--- config.mk ---
export PLATFORM = sky130hd
export DESIGN_NAME = duce_top
export DESIGN_NICKNAME = d
export VERILOG_FILES = /design/src/verilog/duce_pkg.sv /design/src/verilog/duce_top.sv
export SDC_FILE = /design/constraint.sdc
export NUM_CORES = 2
export LEC_CHECK = 0
export BUFFER_PORTS_ARGS = -buffer_cell sky130_fd_sc_hd__buf_2
export CORE_MARGIN = 4
export CORE_UTILIZATION = 44
export DETAILED_ROUTE_END_ITERATION = 16
export GPL_TIMING_DRIVEN = 1
export PLACE_DENSITY = 0.67
export SYNTH_ARGS = -nofsm -noshare
export SYNTH_HDL_FRONTEND = slang
export SYNTH_SLANG_ARGS = --single-unit
--- constraint.sdc ---
create_clock -name REF_CLK -period 17.4 [get_ports REF_CLK]
set_clock_uncertainty 0.1 [all_clocks]
set_input_delay 3.48 -clock REF_CLK [delete_from_list [all_inputs] [get_ports REF_CLK]]
set_output_delay 3.48 -clock REF_CLK [all_outputs]
set_load 0.01 [all_outputs]
--- src/verilog/duce_pkg.sv ---
// Behaviour
// - Every channel owns a zero register and a gain register feeding adder and multiplier.
// - Enabled, writing input, gain or zero recomputes and loads the channel's data.
// - Gain coefficient spans one half to one and a half of the input code.
// - Zero correction is signed, from -2048 to +2047 steps.
// - One shared datapath corrects one channel at a time.
// - Enabled, writing a channel's input, zero or gain register sets its busy flag.
// - The busy flag clears once the corrected code is loaded into data.
// - Each correction takes about 500 ns; queued ones run back to back.
// - Fixed priority: channel 0 first, channel 7 last; higher channels may starve.
// - While corrections remain, global busy reads one and the busy pin drives low.
// - With nothing pending, global busy clears and the busy pin is released.
// - Disabled engine keeps global busy at zero and the busy pin released.
// - Correction enable bit turns the engine on; resets to zero.
// - Disabled, a written input code goes straight into the data register.
// - Disabled, gain and zero writes only store; reads return them unchanged.
// - Channels 0 to 3 form group A, channels 4 to 7 form group B.
// - Each data register holds a 12-bit unsigned code.
// - Result is input times (gain + 2048) over 4096, plus signed zero.
// - Reset: gain 2048, zero 0, input 000h.
// - Gain is unsigned, zero is two's complement, whatever the input format.
package duce_pkg;
    localparam int CH_COUNT = 8;
    localparam int CODE_W = 12;
    localparam int ADDR_W = 8;
    localparam int CNT_W = 7;
    // ****************************************
    // Register map
    // ****************************************
    localparam logic [7:0] OFS_CONFIG = 8'h00;
    localparam logic [7:0] OFS_STATUS = 8'h04;
    localparam logic [7:0] OFS_INPUT_BASE = 8'h20;
    localparam logic [7:0] OFS_GAIN_BASE = 8'h40;
    localparam logic [7:0] OFS_ZERO_BASE = 8'h60;
    localparam logic [7:0] OFS_DATA_BASE = 8'h80;
    localparam logic [2:0] BLK_CTRL = OFS_CONFIG[7:5];
    localparam logic [2:0] BLK_INPUT = OFS_INPUT_BASE[7:5];
    localparam logic [2:0] BLK_GAIN = OFS_GAIN_BASE[7:5];
    localparam logic [2:0] BLK_ZERO = OFS_ZERO_BASE[7:5];
    localparam logic [2:0] BLK_DATA = OFS_DATA_BASE[7:5];
    localparam logic [2:0] IDX_CONFIG = OFS_CONFIG[4:2];
    localparam logic [2:0] IDX_STATUS = OFS_STATUS[4:2];
    localparam int CFG_ENABLE_BIT = 0;
    localparam int STS_GBF_BIT = 8;
    localparam logic [1:0] RESP_OKAY = 2'h0;
    localparam logic [1:0] RESP_SLVERR = 2'h2;
    // ****************************************
    // Reset values and arithmetic
    // ****************************************
    localparam logic [11:0] GAIN_RST = 12'h800;
    localparam logic [11:0] ZERO_RST = 12'h000;
    localparam logic [11:0] INPUT_RST = 12'h000;
    localparam logic [11:0] DATA_RST = 12'h000;
    localparam logic [12:0] GAIN_BIAS = 13'h0800;
    localparam logic [11:0] CODE_MAX = 12'hFFF;
    // ****************************************
    // Timing
    // ****************************************
    localparam int CLK_PERIOD_NS = 4;
    localparam int CORR_TIME_NS = 500;
    localparam int CORR_CYCLES = CORR_TIME_NS / CLK_PERIOD_NS;

    // Corrected code for one channel
    function automatic logic [11:0] corrected(input logic [11:0] code,
                                              input logic [11:0] gain,
                                              input logic [11:0] zero);
        logic [24:0] prod;
        logic signed [14:0] sum;
        prod = 25'(code) * 25'({1'b0, gain} + GAIN_BIAS);
        sum = $signed({2'h0, prod[24:12]}) + $signed({{3{zero[11]}}, zero});
        if (sum < 0) begin
            return 12'h000;
        end
        if (sum > $signed({3'h0, CODE_MAX})) begin
            return CODE_MAX;
        end
        return sum[11:0];
    endfunction

    // Byte-strobed update of a 12-bit field
    function automatic logic [11:0] merge(input logic [11:0] old,
                                          input logic [31:0] data,
                                          input logic [3:0] strb);
        return {strb[1] ? data[11:8] : old[11:8], strb[0] ? data[7:0] : old[7:0]};
    endfunction

    // Lowest set bit
    function automatic logic [2:0] first_set(input logic [7:0] v);
        logic [2:0] r;
        r = 3'h0;
        for (int i = 7; i >= 0; i--) begin
            if (v[i]) begin
                r = 3'(i);
            end
        end
        return r;
    endfunction

    // Mapped address check
    function automatic logic mapped(input logic [2:0] blk, input logic [2:0] idx);
        return (blk == BLK_CTRL && (idx == IDX_CONFIG || idx == IDX_STATUS))
            || blk == BLK_INPUT || blk == BLK_GAIN || blk == BLK_ZERO || blk == BLK_DATA;
    endfunction
endpackage

--- src/verilog/duce_top.sv ---
module duce_top
    import duce_pkg::*;
(
    // Clock and reset
    input wire logic REF_CLK,
    input wire logic RST,
    // AXI4-Lite write address
    input wire logic [ADDR_W-1:0] S_AXI_AWADDR,
    input wire logic S_AXI_AWVALID,
    output logic S_AXI_AWREADY,
    // AXI4-Lite write data
    input wire logic [31:0] S_AXI_WDATA,
    input wire logic [3:0] S_AXI_WSTRB,
    input wire logic S_AXI_WVALID,
    output logic S_AXI_WREADY,
    // AXI4-Lite write response
    output logic [1:0] S_AXI_BRESP,
    output logic S_AXI_BVALID,
    input wire logic S_AXI_BREADY,
    // AXI4-Lite read address
    input wire logic [ADDR_W-1:0] S_AXI_ARADDR,
    input wire logic S_AXI_ARVALID,
    output logic S_AXI_ARREADY,
    // AXI4-Lite read data
    output logic [31:0] S_AXI_RDATA,
    output logic [1:0] S_AXI_RRESP,
    output logic S_AXI_RVALID,
    input wire logic S_AXI_RREADY,
    // Converter codes
    output logic [4*CODE_W-1:0] GROUP_A_CODE,
    output logic [4*CODE_W-1:0] GROUP_B_CODE,
    // Busy pin, open drain
    output logic BUSY_N_O,
    output logic BUSY_N_OE_N
);
    typedef enum logic {ST_IDLE, ST_RUN} duce_state_t;

    // ****************************************
    // State
    // ****************************************
    logic awready_reg, wready_reg, aw_got_reg, w_got_reg, bvalid_reg;
    logic arready_reg, rvalid_reg;
    logic [1:0] bresp_reg, rresp_reg;
    logic [31:0] rdata_reg, wdata_reg;
    logic [3:0] wstrb_reg;
    logic [ADDR_W-1:0] awaddr_reg;
    logic enable_reg, gbf_reg, oe_n_reg;
    logic [7:0] flag_reg;
    logic [11:0] input_reg [CH_COUNT];
    logic [11:0] gain_reg [CH_COUNT];
    logic [11:0] zero_reg [CH_COUNT];
    logic [11:0] data_reg [CH_COUNT];
    duce_state_t st_reg;
    logic [2:0] cur_reg;
    logic [CNT_W-1:0] cnt_reg;

    // ****************************************
    // Decode
    // ****************************************
    logic wr_en, wr_chan, wr_cfg, done, enable_next;
    logic [2:0] wr_blk, wr_idx, rd_blk, rd_idx, pick_ch;
    logic [7:0] set_vec, clr_vec, flag_next;
    logic [11:0] corr_val;
    logic [31:0] rd_word;

    assign wr_en = aw_got_reg & w_got_reg & ~bvalid_reg;
    assign wr_blk = awaddr_reg[7:5];
    assign wr_idx = awaddr_reg[4:2];
    assign rd_blk = S_AXI_ARADDR[7:5];
    assign rd_idx = S_AXI_ARADDR[4:2];
    assign wr_cfg = wr_en && wr_blk == BLK_CTRL && wr_idx == IDX_CONFIG;
    assign wr_chan = wr_en && (wr_blk == BLK_INPUT || wr_blk == BLK_GAIN || wr_blk == BLK_ZERO);
    assign enable_next = (wr_cfg && wstrb_reg[0]) ? wdata_reg[CFG_ENABLE_BIT] : enable_reg;
    assign set_vec = (wr_chan && enable_reg) ? (8'h01 << wr_idx) : 8'h00;
    assign clr_vec = done ? (8'h01 << cur_reg) : 8'h00;
    assign flag_next = enable_next ? ((flag_reg & ~clr_vec) | set_vec) : 8'h00;
    assign pick_ch = first_set(flag_reg);
    assign done = st_reg == ST_RUN && cnt_reg == '0 && enable_reg;
    assign corr_val = corrected(input_reg[cur_reg], gain_reg[cur_reg], zero_reg[cur_reg]);
    assign rd_word = (rd_blk == BLK_CTRL && rd_idx == IDX_CONFIG) ?
                         (32'(enable_reg) << CFG_ENABLE_BIT) :
                     (rd_blk == BLK_CTRL && rd_idx == IDX_STATUS) ?
                         ((32'(gbf_reg) << STS_GBF_BIT) | 32'(flag_reg)) :
                     rd_blk == BLK_INPUT ? 32'(input_reg[rd_idx]) :
                     rd_blk == BLK_GAIN ? 32'(gain_reg[rd_idx]) :
                     rd_blk == BLK_ZERO ? 32'(zero_reg[rd_idx]) :
                     rd_blk == BLK_DATA ? 32'(data_reg[rd_idx]) : 32'h0;

    // ****************************************
    // Outputs
    // ****************************************
    assign S_AXI_AWREADY = awready_reg;
    assign S_AXI_WREADY = wready_reg;
    assign S_AXI_BVALID = bvalid_reg;
    assign S_AXI_BRESP = bresp_reg;
    assign S_AXI_ARREADY = arready_reg;
    assign S_AXI_RVALID = rvalid_reg;
    assign S_AXI_RDATA = rdata_reg;
    assign S_AXI_RRESP = rresp_reg;
    assign GROUP_A_CODE = {data_reg[3], data_reg[2], data_reg[1], data_reg[0]};
    assign GROUP_B_CODE = {data_reg[7], data_reg[6], data_reg[5], data_reg[4]};
    assign BUSY_N_O = 1'b0;
    assign BUSY_N_OE_N = oe_n_reg;

    // ****************************************
    // AXI4-Lite write channel
    // ****************************************
    always_ff @(posedge REF_CLK or posedge RST) begin
        if (RST) begin
            awready_reg <= 1'b1;
            wready_reg <= 1'b1;
            aw_got_reg <= 1'b0;
            w_got_reg <= 1'b0;
            bvalid_reg <= 1'b0;
            bresp_reg <= RESP_OKAY;
            awaddr_reg <= '0;
            wdata_reg <= 32'h0;
            wstrb_reg <= 4'h0;
        end else begin
            if (S_AXI_AWVALID && awready_reg) begin
                awaddr_reg <= S_AXI_AWADDR;
                aw_got_reg <= 1'b1;
                awready_reg <= 1'b0;
            end
            if (S_AXI_WVALID && wready_reg) begin
                wdata_reg <= S_AXI_WDATA;
                wstrb_reg <= S_AXI_WSTRB;
                w_got_reg <= 1'b1;
                wready_reg <= 1'b0;
            end
            if (wr_en) begin
                aw_got_reg <= 1'b0;
                w_got_reg <= 1'b0;
                bvalid_reg <= 1'b1;
                bresp_reg <= mapped(wr_blk, wr_idx) ? RESP_OKAY : RESP_SLVERR;
            end
            if (bvalid_reg && S_AXI_BREADY) begin
                bvalid_reg <= 1'b0;
                awready_reg <= 1'b1;
                wready_reg <= 1'b1;
            end
        end
    end

    // ****************************************
    // AXI4-Lite read channel
    // ****************************************
    always_ff @(posedge REF_CLK or posedge RST) begin
        if (RST) begin
            arready_reg <= 1'b1;
            rvalid_reg <= 1'b0;
            rdata_reg <= 32'h0;
            rresp_reg <= RESP_OKAY;
        end else begin
            if (S_AXI_ARVALID && arready_reg) begin
                arready_reg <= 1'b0;
                rvalid_reg <= 1'b1;
                rdata_reg <= rd_word;
                rresp_reg <= mapped(rd_blk, rd_idx) ? RESP_OKAY : RESP_SLVERR;
            end
            if (rvalid_reg && S_AXI_RREADY) begin
                rvalid_reg <= 1'b0;
                arready_reg <= 1'b1;
            end
        end
    end

    // ****************************************
    // Channel registers and flags
    // ****************************************
    always_ff @(posedge REF_CLK or posedge RST) begin
        if (RST) begin
            enable_reg <= 1'b0;
            flag_reg <= 8'h00;
            gbf_reg <= 1'b0;
            oe_n_reg <= 1'b1;
            for (int i = 0; i < CH_COUNT; i++) begin
                input_reg[i] <= INPUT_RST;
                gain_reg[i] <= GAIN_RST;
                zero_reg[i] <= ZERO_RST;
                data_reg[i] <= DATA_RST;
            end
        end else begin
            enable_reg <= enable_next;
            flag_reg <= flag_next;
            gbf_reg <= |flag_next;
            oe_n_reg <= ~|flag_next;
            if (wr_en && wr_blk == BLK_INPUT) begin
                input_reg[wr_idx] <= merge(input_reg[wr_idx], wdata_reg, wstrb_reg);
            end
            if (wr_en && wr_blk == BLK_GAIN) begin
                gain_reg[wr_idx] <= merge(gain_reg[wr_idx], wdata_reg, wstrb_reg);
            end
            if (wr_en && wr_blk == BLK_ZERO) begin
                zero_reg[wr_idx] <= merge(zero_reg[wr_idx], wdata_reg, wstrb_reg);
            end
            if (wr_en && wr_blk == BLK_INPUT && !enable_reg) begin
                data_reg[wr_idx] <= merge(input_reg[wr_idx], wdata_reg, wstrb_reg);
            end
            if (done) begin
                data_reg[cur_reg] <= corr_val;
            end
        end
    end

    // ****************************************
    // Correction sequencer
    // ****************************************
    always_ff @(posedge REF_CLK or posedge RST) begin
        if (RST) begin
            st_reg <= ST_IDLE;
            cur_reg <= 3'h0;
            cnt_reg <= '0;
        end else begin
            unique case (st_reg)
                ST_IDLE: begin
                    if (enable_reg && flag_reg != 8'h00) begin
                        st_reg <= ST_RUN;
                        cur_reg <= pick_ch;
                        cnt_reg <= CNT_W'(CORR_CYCLES - 1);
                    end
                end
                ST_RUN: begin
                    if (!enable_reg || cnt_reg == '0) begin
                        st_reg <= ST_IDLE;
                    end else begin
                        cnt_reg <= cnt_reg - 1'b1;
                    end
                end
            endcase
        end
    end
endmodule

==> qor.yml <==
status: "finished, violations left"
violations: "capacitance limit, slew limit"
crit_top_cell: "fa_1"
die_area_sq_mm: 0.07441
min_to: "S_AXI_RDATA[11]"
post-cts-setup-buffers: 0
fin_cells: 3771
grt_max_degree: 174
numCtsBuffers: 47
finalCritPeriodShare: 0.6654
grt_first_pass_wirelength_mm: 147.9
setup_slack_ns: 5.821
crit_path_start_kind: "flop"
cts_tree: "done"
fmax_mhz: 86.37
rsz0062_at_grt: "no"
worstHoldStart: "S_AXI_RDATA[11]"
hold_buffers: 0
cts_max_path_buffers: 3
gr-usage-all-layers: 0.2581
gp_congestion: 0.9398
peakVddDrop_mv: 0.09952
most-common-layout-cells: "448 x nand2_1, 429 x dfrtp_1, 250 x mux2_2"
cts_max_level: 2
path_max_fanout: 48
dr.first_iter.drc_count: 2406
setup_viol: 0
timing.rr.start: "cur_reg[0]"
via_per_inst: 6.287
postSynthCellCount: 2746
drt-pass1-iter-count: 7
post_drt_wl_per_cell_um: 25.64
ys_types: 59
cts.clk_slew.worst_paths_ns: 0.06
wl_mm: 96.67
slew_violations: 12
tns_ns: 0
reg2reg_slack_ns: 5.82
cts_resized: 0
grt_pass1_vias: 24150
cp.arrival_ns: 11.87
ios: 198
layout_min_cycle_time_ns: 11.58
yosysSeqAreaShare: 0.3631
synth_warnings: 0
rows: 96
report.final.hold_viol_count: 0
yosys_register_bits: 447
cpPeakStageDelay_ns: 1.27
gr-total-overflow: 0
die_w_um: 272.8
p_per_area_mw_per_mm2: 152.5
area_growth_pct: 10.07
reg2reg_to: "GROUP_A_CODE[32]"
place_hpwl_mm: 67.14
portBuffers: 148
worst_hold_path.num_cells: 2
slew_headroom: -0.01708
leakagePower_nw: 14.76
clock_latency_ns: 0.60
antenna_found_initial: 7
max_cap_viol_count: 1
r2r.worst_path.cells: 27
synth_edf_count: 0
worstSetupPathType: "reg2reg"
start_util: 0.4466
tightest_slew_ns: 1.514
dp.cells: 3677
clockRootBuffer: "clkbuf_16"
die_height_um: 272.8
netlist_area_sq_mm: 0.03085
fin_nets: 3035
end_kind: "flop"
pre_cts_slack_ns: 5.940
synth_ff_type: "dfrtp_1"
cp_slowest_cell: "nor3_1"
async_reset_ff_frac: 1.000
core_region_area_sq_mm: 0.06907
synth.avg_cell_area_sq_um: 11.23
drc_errors: 0
ant_nets: 0
drive_above_1_share: 0.2865
vias: 23710
fillers: 6052
clock-sinks: 447
final_common_cell: "nand2_1"
hp-class: "reg2reg"
required_ns: 17.69
metal layers:
metal | up-vias | GRT usage | wire length (um)
met4 | 12 | 0.1168 | 4622
li1 | 9997 | - | -
met5 | - | 0 | 90
met1 | 12140 | 0.3369 | 37230
met2 | 1318 | 0.4077 | 44930
met3 | 238 | 0.06725 | 9800
worst max path at each step:
stage                          start  cells after the start                to
after detailed placement  cur_reg[0]                     27  GROUP_A_CODE[32]
final                     cur_reg[0]                     27  GROUP_A_CODE[32]
after global routing      cur_reg[0]                     28  GROUP_A_CODE[32]
after global placement    cur_reg[0]                     27  GROUP_A_CODE[32]
after floorplan                  RST                      1   GROUP_A_CODE[0]
after CTS                 cur_reg[0]                     27  GROUP_A_CODE[32]
kinds of logic after synthesis:
logic type      count (synthesis)  share of synthesized area
xor+xnor                       25                   0.007098
simple gates                  691                    0.09609
buf+inv                       389                    0.05184
other cells                     1                  0.0001216
compound gates                480                    0.09861
fa+ha+maj                     181                     0.1002
mux                           532                     0.2830
flops                         447                     0.3631
final cells by class:
cell class	count	area, sq um	area share
multi-input cells	1935	18160	0.5349
well taps	931	1165	0.03431
inverters	163	619.3	0.01824
clock buffers	67	1353	0.03984
diodes	6	15.01	0.0004422
clock inverters	21	247.7	0.007297
repair buffers	201	1172	0.03453
flip-flops and latches	447	11220	0.3304
synthesized netlist by cell type, types with 11 or more instances:
cell / instances / area [sq um]
buf_2: 39 / 195.2
ha_1: 71 / 888.4
a211oi_1: 27 / 202.7
dfstp_2: 12 / 315.3
mux4_2: 246 / 5540
nor2b_1: 47 / 294.0
nand3_1: 11 / 55.05
mux2_2: 250 / 2815
inv_1: 161 / 604.3
fa_1: 110 / 2202
a21oi_1: 58 / 290.3
o21ai_0: 218 / 1091
a21o_1: 12 / 90.09
a221oi_1: 94 / 823.3
o21bai_1: 14 / 105.1
dfrtp_1: 435 / 10890
a22oi_1: 11 / 82.58
o22ai_1: 11 / 68.82
buf_1: 27 / 101.4
mux2i_1: 35 / 350.3
clkbuf_1: 136 / 510.5
nand2_1: 448 / 1682
buf_4: 24 / 180.2
nor3_1: 17 / 85.08
nor2_1: 92 / 345.3
and2_1: 30 / 187.7
xnor2_1: 16 / 140.1
power by group:
part / switching (mW) / total, mW / internal [mW]
registers: 0.379 / 1.77 / 1.39
logic: 1.39 / 2.36 / 0.970
clock network: 0.441 / 1.06 / 0.617
total: 2.21 / 5.18 / 2.97
through the flow:
stage	total power [mW]	instance area (sq um)	hold WS, ns	utilization
after floorplan	3.217	30940	0.3644	-
after global placement	3.982	32340	0.3672	0.4682
after detailed placement	4.087	32340	0.3710	0.4682
after CTS	5.150	33940	0.3839	0.4914
after global routing	5.452	33940	0.4021	0.4914
final	5.179	33950	0.3842	0.4916
critical path, delay by kind of cell (launching register included):
family                     cells  cell delay (ns)
AOI/OAI and AO/OA              8             1.97
adders and majority gates      7             3.14
buffers and inverters          3             1.01
DFF                            1             0.78
muxes                          1             0.67
and+or+nand+nor                8             3.64
Power figures use the tool's default switching activity.
